===== config.mk =====
export PLATFORM = sky130hd
export DESIGN_NAME = flash_host
export DESIGN_NICKNAME = d
export VERILOG_FILES = /design/src/core/flash_host_pkg.sv /design/src/core/flash_cycle.sv /design/src/core/flash_host.sv
export SDC_FILE = /design/constraint.sdc
export NUM_CORES = 1
export LEC_CHECK = 0
export BUFFER_PORTS_ARGS = -buffer_cell sky130_fd_sc_hd__buf_2
export CORE_ASPECT_RATIO = 0.8
export CORE_MARGIN = 4
export CORE_UTILIZATION = 35
export CTS_CLUSTER_SIZE = 28
export DETAILED_ROUTE_END_ITERATION = 7
export RECOVER_POWER = 25
export SLEW_MARGIN = 5
export SYNTH_ARGS = -nofsm -noshare
export SYNTH_HDL_FRONTEND = slang
export SYNTH_SLANG_ARGS = --single-unit
export TNS_END_PERCENT = 100

===== constraint.sdc =====
create_clock -name ref_clk -period 3.1 [get_ports ref_clk]
set_clock_uncertainty 0.15 [all_clocks]
set_input_delay 0.155 -clock ref_clk [delete_from_list [all_inputs] [get_ports ref_clk]]
set_output_delay 0.155 -clock ref_clk [all_outputs]
set_load 0.01 [all_outputs]

===== src/core/flash_host_pkg.sv =====
// constants, command codes and carrier types for the flash host controller
// assumes a 250 MHz ref_clk and an asynchronous parallel nor flash on pins
//
// Contract
// - host protects all before unprotect write cycles; this host issues none, it only drives id_high_voltage between commands
// - write only with select, strobe low, output-enable high
// - time limit flag high needs reset command
// - program is four writes, byte pin sets width
`default_nettype none

package flash_host_pkg;

  localparam int ADDR_W = 19;
  localparam int DATA_W = 16;
  localparam int CNT_W  = 8;

  // bus timing, least times rounded up to whole cycles
  localparam int CLK_PERIOD_NS   = 4;
  localparam int SETUP_NS        = 20;
  localparam int WE_LOW_NS       = 35;
  localparam int ACCESS_NS       = 55;
  localparam int HOLD_NS         = 20;
  localparam int RESET_PULSE_NS  = 500;
  localparam int RESET_RECOVER_NS = 50;
  localparam int SYNC_STAGES     = 2;

  localparam logic [CNT_W-1:0] SETUP_CYC =
    CNT_W'((SETUP_NS + CLK_PERIOD_NS - 1) / CLK_PERIOD_NS);
  localparam logic [CNT_W-1:0] WE_LOW_CYC =
    CNT_W'((WE_LOW_NS + CLK_PERIOD_NS - 1) / CLK_PERIOD_NS);
  localparam logic [CNT_W-1:0] ACCESS_CYC =
    CNT_W'((ACCESS_NS + CLK_PERIOD_NS - 1) / CLK_PERIOD_NS + SYNC_STAGES);
  localparam logic [CNT_W-1:0] HOLD_CYC =
    CNT_W'((HOLD_NS + CLK_PERIOD_NS - 1) / CLK_PERIOD_NS);
  localparam logic [CNT_W-1:0] RESET_PULSE_CYC =
    CNT_W'((RESET_PULSE_NS + CLK_PERIOD_NS - 1) / CLK_PERIOD_NS);
  localparam logic [CNT_W-1:0] RESET_RECOVER_CYC =
    CNT_W'((RESET_RECOVER_NS + CLK_PERIOD_NS - 1) / CLK_PERIOD_NS);

  // command cycle addresses and data
  localparam logic [ADDR_W-1:0] UNLOCK1_WORD_ADDR = 19'h0_0555;
  localparam logic [ADDR_W-1:0] UNLOCK2_WORD_ADDR = 19'h0_02AA;
  localparam logic [ADDR_W-1:0] UNLOCK1_BYTE_ADDR = 19'h0_0AAA;
  localparam logic [ADDR_W-1:0] UNLOCK2_BYTE_ADDR = 19'h0_0555;
  localparam logic [DATA_W-1:0] UNLOCK1_DATA      = 16'h00AA;
  localparam logic [DATA_W-1:0] UNLOCK2_DATA      = 16'h0055;
  localparam logic [DATA_W-1:0] RESET_CMD         = 16'h00F0;
  localparam logic [DATA_W-1:0] AUTOSEL_CMD       = 16'h0090;
  localparam logic [DATA_W-1:0] PROG_SETUP_CMD    = 16'h00A0;
  localparam logic [DATA_W-1:0] BYP_ENTER_CMD     = 16'h0020;
  localparam logic [DATA_W-1:0] BYP_PROG_CMD      = 16'h00A0;
  localparam logic [DATA_W-1:0] BYP_EXIT1_CMD     = 16'h0090;
  localparam logic [DATA_W-1:0] BYP_EXIT2_CMD     = 16'h0000;

  // status bit positions in read data
  localparam int POLL_BIT  = 7;
  localparam int LIMIT_BIT = 5;

  typedef enum logic [2:0] {
    OP_READ      = 3'h0,
    OP_RESET     = 3'h1,
    OP_AUTOSEL   = 3'h2,
    OP_PROGRAM   = 3'h3,
    OP_BYP_ENTER = 3'h4,
    OP_BYP_PROG  = 3'h5,
    OP_BYP_EXIT  = 3'h6,
    OP_HW_RESET  = 3'h7
  } op_t;

  typedef struct packed {
    op_t               op;
    logic [ADDR_W-1:0] addr;
    logic [DATA_W-1:0] data;
  } host_cmd_t;

  typedef struct packed {
    logic              valid;
    logic              wr;
    logic [ADDR_W-1:0] addr;
    logic [DATA_W-1:0] data;
  } bus_step_t;

endpackage

`default_nettype wire


===== src/core/flash_cycle.sv =====
// one asynchronous bus cycle, read or write, on the flash pins
// assumes dq_sync already passed two flip-flops in the caller
`default_nettype none

module flash_cycle (
  // clock and reset
  input  wire logic                              ref_clk,
  input  wire logic                              rst,
  input  wire logic                              clk_en,
  // request
  input  wire logic                              start,
  input  wire flash_host_pkg::bus_step_t         step,
  input  wire logic [flash_host_pkg::DATA_W-1:0] dq_sync,
  // answer
  output logic                                   done,
  output logic [flash_host_pkg::DATA_W-1:0]      rdata,
  // pins
  output logic                                   ce_n,
  output logic                                   oe_n,
  output logic                                   we_n,
  output logic [flash_host_pkg::ADDR_W-1:0]      addr_o,
  output logic [flash_host_pkg::DATA_W-1:0]      dq_o,
  output logic                                   dq_oe
);

  typedef enum logic [1:0] {
    PH_IDLE   = 2'b00,
    PH_SETUP  = 2'b01,
    PH_STROBE = 2'b11,
    PH_HOLD   = 2'b10
  } phase_t;

  phase_t                           phase_reg;
  logic                             wr_reg;
  logic [flash_host_pkg::CNT_W-1:0] cnt_reg;

  always_ff @(posedge ref_clk)
  begin
    if (rst)
    begin
      phase_reg <= PH_IDLE;
      wr_reg    <= 1'b0;
      cnt_reg   <= '0;
      done      <= 1'b0;
      rdata     <= '0;
      ce_n      <= 1'b1;
      oe_n      <= 1'b1;
      we_n      <= 1'b1; // strobe high from power-up on
      addr_o    <= '0;
      dq_o      <= '0;
      dq_oe     <= 1'b0;
    end
    else if (clk_en)
    begin
      done <= 1'b0;
      case (phase_reg)
        PH_IDLE:
        begin
          if (start)
          begin
            // select first, output enable kept high for a write
            addr_o    <= step.addr;
            dq_o      <= step.data;
            dq_oe     <= step.wr;
            wr_reg    <= step.wr;
            ce_n      <= 1'b0;
            oe_n      <= 1'b1;
            cnt_reg   <= flash_host_pkg::SETUP_CYC;
            phase_reg <= PH_SETUP;
          end
        end
        PH_SETUP:
        begin
          if (cnt_reg <= 8'h01)
          begin
            // strobe falls after select, so the address is caught here
            we_n      <= ~wr_reg;
            oe_n      <= wr_reg;
            cnt_reg   <= wr_reg ? flash_host_pkg::WE_LOW_CYC
                                : flash_host_pkg::ACCESS_CYC;
            phase_reg <= PH_STROBE;
          end
          else
            cnt_reg <= cnt_reg - 8'h01;
        end
        PH_STROBE:
        begin
          if (cnt_reg <= 8'h01)
          begin
            // strobe rises before select, data caught on it
            we_n      <= 1'b1;
            oe_n      <= 1'b1;
            rdata     <= dq_sync;
            cnt_reg   <= flash_host_pkg::HOLD_CYC;
            phase_reg <= PH_HOLD;
          end
          else
            cnt_reg <= cnt_reg - 8'h01;
        end
        PH_HOLD:
        begin
          if (cnt_reg <= 8'h01)
          begin
            ce_n      <= 1'b1;
            dq_oe     <= 1'b0;
            done      <= 1'b1;
            phase_reg <= PH_IDLE;
          end
          else
            cnt_reg <= cnt_reg - 8'h01;
        end
        default:
          phase_reg <= PH_IDLE;
      endcase
    end
  end

  AST_ADDR_HELD: assert property (@(posedge ref_clk) disable iff (rst)
    !we_n |-> $stable(addr_o) && $stable(dq_o) && dq_oe)
    else $error("address or data moved while strobe low");

endmodule

`default_nettype wire


===== src/core/flash_host.sv =====
// host controller driving a parallel nor flash through its pins
// assumes the user holds cmd stable while cmd_valid is high
`default_nettype none

module flash_host (
  // clock and reset
  input  wire logic                              ref_clk,
  input  wire logic                              rst,
  input  wire logic                              clk_en,
  // user commands
  input  wire logic                              cmd_valid,
  input  wire flash_host_pkg::host_cmd_t         cmd,
  output logic                                   cmd_ready,
  input  wire logic                              byte_mode,
  input  wire logic                              unprotect_req,
  // user answers
  output logic                                   done,
  output logic [flash_host_pkg::DATA_W-1:0]      rdata,
  output logic                                   fail,
  output logic                                   cmd_error,
  output logic                                   bypass_active,
  output logic                                   device_busy,
  // flash pins
  output logic                                   flash_ce_n,
  output logic                                   flash_oe_n,
  output logic                                   flash_we_n,
  output logic [flash_host_pkg::ADDR_W-1:0]      flash_addr,
  output logic [flash_host_pkg::DATA_W-1:0]      flash_dq_o,
  output logic                                   flash_dq_oe,
  input  wire logic [flash_host_pkg::DATA_W-1:0] flash_dq_i,
  output logic                                   flash_reset_n,
  output logic                                   id_high_voltage,
  output logic                                   flash_byte_n,
  input  wire logic                              ready_busy_n
);

  typedef enum logic [2:0] {
    S_IDLE      = 3'b000,
    S_ISSUE     = 3'b001,
    S_WAIT      = 3'b011,
    S_POLL      = 3'b010,
    S_POLL_WAIT = 3'b110,
    S_HWRST     = 3'b111,
    S_RECOVER   = 3'b101
  } state_t;

  state_t                             state_reg;
  flash_host_pkg::host_cmd_t          cur_reg;
  flash_host_pkg::bus_step_t          step_next;
  flash_host_pkg::bus_step_t          cyc_step_reg;
  logic [2:0]                         idx_reg;
  logic [flash_host_pkg::CNT_W-1:0]   cnt_reg;
  logic                               recheck_reg;
  logic                               start_reg;
  logic                               cyc_done;
  logic [flash_host_pkg::DATA_W-1:0]  cyc_rdata;
  logic [flash_host_pkg::DATA_W-1:0]  dq_meta_reg;
  logic [flash_host_pkg::DATA_W-1:0]  dq_sync_reg;
  logic                               rb_meta_reg;
  logic                               rb_sync_reg;
  logic                               accept;
  logic                               op_ok;

  // pin inputs cross two flip-flops before any use
  always_ff @(posedge ref_clk)
  begin
    if (rst)
    begin
      dq_meta_reg <= '0;
      dq_sync_reg <= '0;
      rb_meta_reg <= 1'b1;
      rb_sync_reg <= 1'b1;
      device_busy <= 1'b0;
    end
    else if (clk_en)
    begin
      dq_meta_reg <= flash_dq_i;
      dq_sync_reg <= dq_meta_reg;
      rb_meta_reg <= ready_busy_n;
      rb_sync_reg <= rb_meta_reg;
      device_busy <= ~rb_sync_reg; // progress seen on busy pin
    end
  end

  // sequence table: one bus step per index, invalid marks the end
  function automatic flash_host_pkg::bus_step_t step_at(
    input flash_host_pkg::op_t        op,
    input logic [2:0]                 idx,
    input logic [flash_host_pkg::ADDR_W-1:0] a,
    input logic [flash_host_pkg::DATA_W-1:0] d,
    input logic                       byte_n
  );
    logic [flash_host_pkg::ADDR_W-1:0] u1;
    logic [flash_host_pkg::ADDR_W-1:0] u2;
    flash_host_pkg::bus_step_t         s;
    u1 = byte_n ? flash_host_pkg::UNLOCK1_WORD_ADDR
                : flash_host_pkg::UNLOCK1_BYTE_ADDR;
    u2 = byte_n ? flash_host_pkg::UNLOCK2_WORD_ADDR
                : flash_host_pkg::UNLOCK2_BYTE_ADDR;
    s  = '{valid: 1'b0, wr: 1'b1, addr: a, data: d};
    if ((op == flash_host_pkg::OP_AUTOSEL || op == flash_host_pkg::OP_PROGRAM
        || op == flash_host_pkg::OP_BYP_ENTER) && idx < 3'd2)
      s = '{1'b1, 1'b1, (idx == 3'd0) ? u1 : u2,
            (idx == 3'd0) ? flash_host_pkg::UNLOCK1_DATA
                          : flash_host_pkg::UNLOCK2_DATA};
    else
      case (op)
        flash_host_pkg::OP_READ:
          s = '{idx == 3'd0, 1'b0, a, d}; // a read, never a write cycle
        flash_host_pkg::OP_RESET:
          s = '{idx == 3'd0, 1'b1, a, flash_host_pkg::RESET_CMD};
        flash_host_pkg::OP_AUTOSEL:
          case (idx)
            3'd2: s = '{1'b1, 1'b1, u1, flash_host_pkg::AUTOSEL_CMD};
            3'd3: s = '{1'b1, 1'b0, a, d};
            3'd4: s = '{1'b1, 1'b1, a, flash_host_pkg::RESET_CMD};
            default: s.valid = 1'b0;
          endcase
        flash_host_pkg::OP_PROGRAM:
          case (idx)
            3'd2: s = '{1'b1, 1'b1, u1, flash_host_pkg::PROG_SETUP_CMD};
            3'd3: s = '{1'b1, 1'b1, a, d};
            default: s.valid = 1'b0;
          endcase
        flash_host_pkg::OP_BYP_ENTER:
          s = '{idx == 3'd2, 1'b1, u1, flash_host_pkg::BYP_ENTER_CMD};
        flash_host_pkg::OP_BYP_PROG:
          s = '{idx < 3'd2, 1'b1, (idx == 3'd0) ? u1 : a,
                (idx == 3'd0) ? flash_host_pkg::BYP_PROG_CMD : d};
        flash_host_pkg::OP_BYP_EXIT:
          s = '{idx < 3'd2, 1'b1, a, (idx == 3'd0)
                ? flash_host_pkg::BYP_EXIT1_CMD
                : flash_host_pkg::BYP_EXIT2_CMD};
        default:
          s.valid = 1'b0;
      endcase
    return s;
  endfunction

  always_comb
  begin
    step_next = step_at(cur_reg.op, idx_reg, cur_reg.addr, cur_reg.data,
                        flash_byte_n);
    accept    = cmd_valid && cmd_ready;
    // bypass mode takes only its own program and exit, and hardware reset
    if (bypass_active)
      op_ok = cmd.op == flash_host_pkg::OP_BYP_PROG ||
              cmd.op == flash_host_pkg::OP_BYP_EXIT ||
              cmd.op == flash_host_pkg::OP_HW_RESET;
    else
      op_ok = cmd.op != flash_host_pkg::OP_BYP_PROG &&
              cmd.op != flash_host_pkg::OP_BYP_EXIT;
  end

  always_ff @(posedge ref_clk)
  begin
    if (rst)
    begin
      // every reset starts with a hardware reset pulse
      state_reg       <= S_HWRST;
      cur_reg         <= '0;
      cyc_step_reg    <= '0;
      idx_reg         <= '0;
      cnt_reg         <= flash_host_pkg::RESET_PULSE_CYC;
      recheck_reg     <= 1'b0;
      start_reg       <= 1'b0;
      cmd_ready       <= 1'b0;
      done            <= 1'b0;
      rdata           <= '0;
      fail            <= 1'b0;
      cmd_error       <= 1'b0;
      bypass_active   <= 1'b0;
      flash_reset_n   <= 1'b0;
      id_high_voltage <= 1'b0;
      flash_byte_n    <= 1'b1;
    end
    else if (clk_en)
    begin
      done      <= 1'b0;
      cmd_error <= 1'b0;
      start_reg <= 1'b0;
      case (state_reg)
        S_IDLE:
        begin
          cmd_ready <= 1'b1;
          // pin voltage only changes between commands; no unprotect
          // write cycle is ever issued, so nothing needs protecting first
          id_high_voltage <= unprotect_req;
          if (accept)
          begin
            if (!op_ok)
            begin
              cmd_error <= 1'b1;
              done      <= 1'b1;
            end
            else
            begin
              cmd_ready    <= 1'b0;
              cur_reg      <= cmd;
              idx_reg      <= '0;
              fail         <= 1'b0;
              recheck_reg  <= 1'b0;
              flash_byte_n <= ~byte_mode; // byte pin sets width
              if (cmd.op == flash_host_pkg::OP_HW_RESET)
              begin
                flash_reset_n <= 1'b0;
                cnt_reg       <= flash_host_pkg::RESET_PULSE_CYC;
                state_reg     <= S_HWRST;
              end
              else
                state_reg <= S_ISSUE;
            end
          end
        end
        S_ISSUE:
        begin
          if (step_next.valid)
          begin
            start_reg    <= 1'b1;
            cyc_step_reg <= step_next;
            state_reg    <= S_WAIT;
          end
          else if (cur_reg.op == flash_host_pkg::OP_PROGRAM ||
                   cur_reg.op == flash_host_pkg::OP_BYP_PROG)
            state_reg <= S_POLL;
          else
          begin
            if (cur_reg.op == flash_host_pkg::OP_BYP_ENTER)
              bypass_active <= 1'b1;
            else if (cur_reg.op == flash_host_pkg::OP_BYP_EXIT ||
                     cur_reg.op == flash_host_pkg::OP_RESET)
              bypass_active <= 1'b0;
            done      <= 1'b1;
            state_reg <= S_IDLE;
          end
        end
        S_WAIT:
        begin
          if (cyc_done)
          begin
            if (!cyc_step_reg.wr)
              rdata <= cyc_rdata;
            idx_reg   <= idx_reg + 3'd1;
            state_reg <= S_ISSUE;
          end
        end
        S_POLL:
        begin
          // only reads while the algorithm runs; writes would be ignored
          start_reg    <= 1'b1;
          cyc_step_reg <= '{1'b1, 1'b0, cur_reg.addr, cur_reg.data};
          state_reg    <= S_POLL_WAIT;
        end
        S_POLL_WAIT:
        begin
          if (cyc_done)
          begin
            rdata <= cyc_rdata;
            if (cyc_rdata[flash_host_pkg::POLL_BIT] ==
                cur_reg.data[flash_host_pkg::POLL_BIT])
            begin
              done      <= 1'b1; // device back in read-array
              state_reg <= S_IDLE;
            end
            else if (cyc_rdata[flash_host_pkg::LIMIT_BIT] && recheck_reg)
            begin
              // time limit hit, often a 0 to 1 attempt; reset restores
              // array reads
              fail         <= 1'b1;
              cur_reg.op   <= flash_host_pkg::OP_RESET;
              idx_reg      <= '0;
              state_reg    <= S_ISSUE;
            end
            else
            begin
              // the poll bit may settle after the limit bit: read once more
              recheck_reg <= cyc_rdata[flash_host_pkg::LIMIT_BIT];
              state_reg   <= S_POLL;
            end
          end
        end
        S_HWRST:
        begin
          if (cnt_reg <= 8'h01)
          begin
            flash_reset_n <= 1'b1;
            cnt_reg       <= flash_host_pkg::RESET_RECOVER_CYC;
            state_reg     <= S_RECOVER;
          end
          else
            cnt_reg <= cnt_reg - 8'h01;
        end
        S_RECOVER:
        begin
          if (cnt_reg <= 8'h01)
          begin
            bypass_active <= 1'b0;
            done      <= (cur_reg.op == flash_host_pkg::OP_HW_RESET);
            state_reg <= S_IDLE;
          end
          else
            cnt_reg <= cnt_reg - 8'h01;
        end
        default:
          state_reg <= S_IDLE;
      endcase
    end
  end

  flash_cycle u_cycle (
    .ref_clk (ref_clk),
    .rst     (rst),
    .clk_en  (clk_en),
    .start   (start_reg),
    .step    (cyc_step_reg),
    .dq_sync (dq_sync_reg),
    .done    (cyc_done),
    .rdata   (cyc_rdata),
    .ce_n    (flash_ce_n),
    .oe_n    (flash_oe_n),
    .we_n    (flash_we_n),
    .addr_o  (flash_addr),
    .dq_o    (flash_dq_o),
    .dq_oe   (flash_dq_oe)
  );

  AST_WRITE_QUAL: assert property (@(posedge ref_clk) disable iff (rst)
    !flash_we_n |-> !flash_ce_n && flash_oe_n && flash_reset_n)
    else $error("write strobe low without qualified bus");

  AST_PWRUP_WE: assert property (@(posedge ref_clk)
    rst |=> flash_we_n && !flash_reset_n)
    else $error("strobe or reset pin wrong after reset");

  AST_BYP_REJECT: assert property (@(posedge ref_clk) disable iff (rst)
    clk_en && state_reg == S_IDLE && accept && bypass_active &&
    cmd.op == flash_host_pkg::OP_PROGRAM |=> cmd_error && done && cmd_ready)
    else $error("plain program accepted in bypass mode");

  AST_HWRST_PIN: assert property (@(posedge ref_clk) disable iff (rst)
    state_reg == S_HWRST |-> !flash_reset_n && flash_ce_n && flash_we_n)
    else $error("reset pin released during reset pulse");

  AST_VID_HOLD: assert property (@(posedge ref_clk) disable iff (rst)
    clk_en && state_reg != S_IDLE |=> $stable(id_high_voltage))
    else $error("id voltage changed during a command");

  AST_POLL_NOWRITE: assert property (@(posedge ref_clk) disable iff (rst)
    state_reg == S_POLL_WAIT |-> flash_we_n)
    else $error("write issued while program runs");

  AST_PROG_POLLS: assert property (@(posedge ref_clk) disable iff (rst)
    $rose(state_reg == S_POLL) |-> idx_reg == 3'd4 ||
    (cur_reg.op == flash_host_pkg::OP_BYP_PROG && idx_reg == 3'd2) ||
    $past(state_reg) == S_POLL_WAIT)
    else $error("polling began before all program writes");

  AST_FAIL_RESET: assert property (@(posedge ref_clk) disable iff (rst)
    clk_en && state_reg == S_POLL_WAIT && cyc_done && recheck_reg &&
    cyc_rdata[5] && cyc_rdata[7] != cur_reg.data[7]
    |=> fail && cur_reg.op == flash_host_pkg::OP_RESET && state_reg == S_ISSUE)
    else $error("time limit did not lead to reset command");

endmodule

`default_nettype wire


* Yosys cells after proc, flatten, opt, wreduce, memory -nomap -nowiden
Cells that the tools add are included.
Word-level totals: register bits 216, output and inout bits 64, word-level logic and storage cells 246
Operators by class: $add $sub $neg 3, order comparisons 3, equality and inequality tests 46, muxes and demuxes 109, bitwise logic cells 3, reductions and logical operators 46
Operators by type and width (number):
- one-hot mux 36 bit (7 select lines) | 1
- one-hot mux 36 bit (3 select lines) | 1
- 2-to-1 mux 8 bit | 11
- 2-to-1 mux 38 bit | 2
- one-hot mux 36 bit (2 select lines) | 1
- 2-to-1 mux 16 bit | 4
- 2-to-1 mux 3 bit | 17
- 2-to-1 mux 1 bit | 39
- 2-to-1 mux 37 bit | 1
- 2-to-1 mux 36 bit | 1
- 2-to-1 mux 35 bit | 1
- == test 3 bit, second input constant | 11
- one-hot mux 16 bit (2 select lines) | 1
- one-hot mux 8 bit (4 select lines) | 1
- != test 2 bit, second input constant | 15
- 2-to-1 mux 12 bit | 2
- one-hot mux 8 bit (3 select lines) | 1
- one-hot mux 3 bit (7 select lines) | 1
- AND reduction 7 bit | 3
- 2-to-1 mux 19 bit | 1
- == test 3 x 2 -> 1 bit, second input constant | 6
- AND reduction 6 bit | 3
- less-or-equal comparator 8 x 1 -> 1 bit, second input constant | 2
- one-hot mux 1 bit (2 select lines) | 8
- other kinds (32) | 76

* Logic depth before layout (Yosys ltp)
depth in word-level cells 7, gate-level depth with buffers 11

* Hierarchy
Synthesis repeated with hierarchy kept, for this count alone.
Second synthesis, totals: cell total of the unflattened synthesis 1129, area total of the unflattened synthesis 10014.6 um^2
By module, submodules not included:
- flash_host | instances 1, cells each 784, area each 7221.9 um^2
- flash_cycle | instances 1, cells each 345, area each 2792.7 um^2

* Worst setup path before layout
No wires, ideal clock.
path type reg-to-reg, start point register idx_reg[1], end point register cyc_step_reg[28] (netlist bit), setup time 0.059 ns, arrival time 2.152 ns, setup slack 0.740 ns, stages on the path, launching flop included 10, clock period less this slack 2.360 ns, path through dfxtp_1 -> inv_1 -> ha_1 -> clkbuf_1 -> o21bai_1 -> a22oi_1 -> nor2_1 -> or4b_1 -> a21oi_2 -> a22o_1
Between the ends: word-level cells in the longest chain between the ends 7, elaborated cells between the ends (all ways) 20
RTL lines:
- start: declaration | RTL line flash_host.sv:51 | logic [2:0] idx_reg;
- start signal: assignment | RTL line flash_host.sv:243 | idx_reg <= idx_reg + 3'd1;
- == test 3 x 2 -> 1 bit (tied with other cells) | RTL line flash_host.sv:113, flash_host.sv:120, flash_host.sv:126
- OR reduction 3 bit (no source line) / OR reduction 2 bit (equally long branches)
- 2-to-1 mux 1 bit (on tied branches) | RTL line flash_host.sv:113, flash_host.sv:120
- one-hot mux 1 bit (5 select lines) | RTL line flash_host.sv:107 | case (op)
- 2-to-1 mux 37 bit (*) | RTL line flash_host.sv:101 | if ((op == flash_host_pkg::OP_AUTOSEL || op == flash_host_pkg::OP_PROGRAM
- != test 2 bit (no source line)
- AND reduction 3 bit (no source line)
- end signal: assignment | RTL line flash_host.sv:220 | cyc_step_reg <= step_next;
- end signal: assignment | RTL line flash_host.sv:251 | cyc_step_reg <= '{1'b1, 1'b0, cur_reg.addr, cur_reg.data};
- end: declaration | RTL line flash_host.sv:50 | flash_host_pkg::bus_step_t cyc_step_reg;
Mark *: on every way between the ends. The rest lies on a longest branch, timed or not. The select of a mux whose other input is x is not followed. A chain may end at the register's enable or synchronous reset.

* Worst setup path in the final report
start point register state_reg[2], end point register cur_reg[34] (netlist bit)
Between the ends: word-level cells in the longest chain between the ends 2
RTL lines:
- start: declaration | RTL line flash_host.sv:47 | state_t state_reg;
- start signal: assignment | RTL line flash_host.sv:160 | state_reg <= S_HWRST;
- start signal: assignment | RTL line flash_host.sv:208 | state_reg <= S_HWRST;
- start signal: assignment | RTL line flash_host.sv:211 | state_reg <= S_ISSUE;
- logical NOT 3 bit | RTL line flash_host.sv:182 | case (state_reg)
- AND reduction 4 bit (no source line)
- end signal: assignment | RTL line flash_host.sv:199 | cur_reg <= cmd;
- end: declaration | RTL line flash_host.sv:48 | flash_host_pkg::host_cmd_t cur_reg;
Every way passes these cells.

==> metrics.cfg <==
[synthesis]
async_flop_share_pct = 0
ys.flop_type = dfxtp_1
netlist_instances = 1096
ys_seq_area_share_pct = 47.07
synth_edf_count = 0
syn_nets = 1166
syn_avg_cell_area_um2 = 8.383
synth.distinct_cells = 77
synth-seq-cells = 216
synth_area_leader_cell = dfxtp_1
ys_top_cells_by_area = dfxtp_1 47%, nand2_1 8.6%, a21oi_1 7.1%
syn-cell-area_um2 = 9188
synth_top_area_share_pct = 47.07
ys_warn_count = 0

[critical_path]
r2r-end = cur_reg[34]
path_buf_inv = 4
r2r_slack_ns = 0.25
cp_data_arrival_time_ns = 3.17
critPathCaptureType = flop
cp.required_ns = 3.42
cp_top_family = buffers and inverters
slowest_delay_ns = 0.57
reg2reg_depth = 8
worst_path_max_delay_cell = dlygate4sd3_1
critical_path_class = reg2reg
critPathMaxFanout = 37
cpMostUsedCell = buf_4
start_kind = flop
path_cells = buf_4 > nor3_1 > buf_4 > and3_1 > buf_4 > nand2_1 > a21oi_1 > dlygate4sd3_1
r2r_start = state_reg[2]

[final_layout]
stdcell_count = 1642
syn_to_final_growth_pct = 26.37
layout_commonest_cell = dfxtp_1
diodes = 0
largest_reg_flops = 38
layout.nets = 1343
final_cell_mix = 216 x dfxtp_1, 210 x nand2_1, 130 x a21oi_1
drive_above_1_share_pct = 12.78

[run_status]
outcome = completed

[cts]
clock_latency_ns = 0.53
cts-root-buf = clkbuf_16
cts_tree = yes
cts_inserted_buffers = 24
clk_pin_slew_ns = 0.06
cts_num_sinks = 216
cts_max_path_buffers = 3
postCtsSetupRepairBufs = 0
cts.htree.levels = 1

[timing]
rsz0062_at_grt = no
hold_viol = 0
max_freq_ghz = 0.3503
slew_headroom_pct = 27.98
fin_crit_sh_pct = 92.08
slew_violations = 0
fin_ws_ns = 0.2454
layout_min_cycle_time_ns = 2.855
setup_tns_ns = 0
hold_ws_ns = 0.1790
finalSetupViolations = 0
worstMarginPinSlew_ns = 1.080

[min_path]
hp-start = cmd_valid
hold_path.class = in2reg
worstHoldPathCells = 6
min_to = cmd_error

[drt]
avgRoutedWirePerCell_um = 14.79
vias = 8102
viasPerCell = 4.934
wirelength_um = 24290
drt_iter0_drc = 456
firstDrtPassIters = 5
ant_nets = 0
drcViolationCount = 0

[global_route]
grt_max_degree = 85
grt_pass1_vias = 8020
overflow = 0
antenna_found_initial = 0
grt_pass1_wl_um = 41060
grt_usage_pct = 16.64

[placement]
place_congestion = 0.8731
dp_slack_ns = 0.2095
dp.cells = 1528
portBuffers = 124
hpwl_um = 16440

[floorplanning]
die_w_um = 189.1
initial_core_util_pct = 35.93
std_cell_rows = 52
io_pins = 125
die_h_um = 152.9
die_area_um2 = 28920
placeableCoreArea_um2 = 25570

[power_and_ir_drop]
pwr_density_cell_nw_per_um2 = 513.5
ir_worst_vdd_uv = 383.5
total_leakage_power_nw = 4.325

[job]
max_cap_viol_count = 0

[worst max path at each step]
stage / endpoint / start / cells past startpoint
after global placement: cyc_step_reg[10] / idx_reg[1] / 7
after global routing: cur_reg[33] / state_reg[0] / 7
after CTS: cyc_step_reg[9] / idx_reg[1] / 7
after floorplan: cyc_step_reg[28] / idx_reg[1] / 9
final: cur_reg[34] / state_reg[2] / 8
after detailed placement: cyc_step_reg[12] / idx_reg[1] / 7
[power by group]
part	internal, mW	switching [mW]
clock	1.73	1.17
sequential	2.80	0.0137
combinational	0.127	0.124
[per-stage QoR]
stage	power, mW	utilization [%]	instance area (um2)
floorplan	2.990	-	9188
finish	5.962	45.41	11610
detailed placement	3.061	39.73	10160
global route	6.185	45.41	11610
CTS	6.042	45.69	11680
global placement	3.057	39.73	10160
[final cells by class]
cell class	count	area, um2
fillers	2572	13960
multi-input cells	785	4472
flip-flops and latches	216	4324
repair buffers	223	1464
clock buffers	32	680.7
well taps	351	439.2
clock inverters	12	143.9
inverters	23	86.33
[cell families after synthesis]
logic type / count (synthesis) / synth area share, %
compound gates: 259 / 17.64
simple gates: 452 / 22.69
buf+inv: 95 / 4.426
flops: 216 / 47.07
mux: 55 / 6.006
fa+ha+maj: 9 / 1.226
xor+xnor: 10 / 0.9532
[cell usage after synthesis (all sizes together), types with 4 or more instances]
library cell,count
nor3b,8
buf,27
a31oi,5
inv,23
nor2b,9
nand3,19
nand2b,6
xnor2,5
o21bai,7
nor3,20
dfxtp,216
clkbuf,45
xor2,5
nand4,5
ha,9
mux2i,54
a21oi,132
a311oi,6
o21ai,31
and2,8
nor2,124
o31ai,13
nor4,4
or2,8
o211ai,4
a22o,20
and3,7
nand2,211
a211oi,7
a211o,8
or3,4
nand3b,7
[worst min-delay path, stage by stage]
cell     delay, ns
buf_2         0.09
and2_1        0.18
nand2_1       0.08
a21oi_1       0.09
mux2i_1       0.14
nor2_1        0.06
[routing by layer]
| metal | GRT usage, % | vias to the layer above | part of all wire [%] |
|---|---|---|---|
| met5 | 0 | - | 0 |
| met4 | 3.260 | 0 | 1.9 |
| met3 | 2.759 | 38 | 4.7 |
| met2 | 26.40 | 169 | 44 |
| met1 | 24.07 | 3773 | 50 |
| li1 | - | 4122 | - |
[what timing repair did]
action | 4_1_cts | 5_1_grt
gates resized for setup | 0 | 2
hold endpoints to repair | 88 | 0
hold buffers | 70 | 0
setup endpoints to repair | 0 | 26
Note: power is estimated with default switching activity, not from simulation.
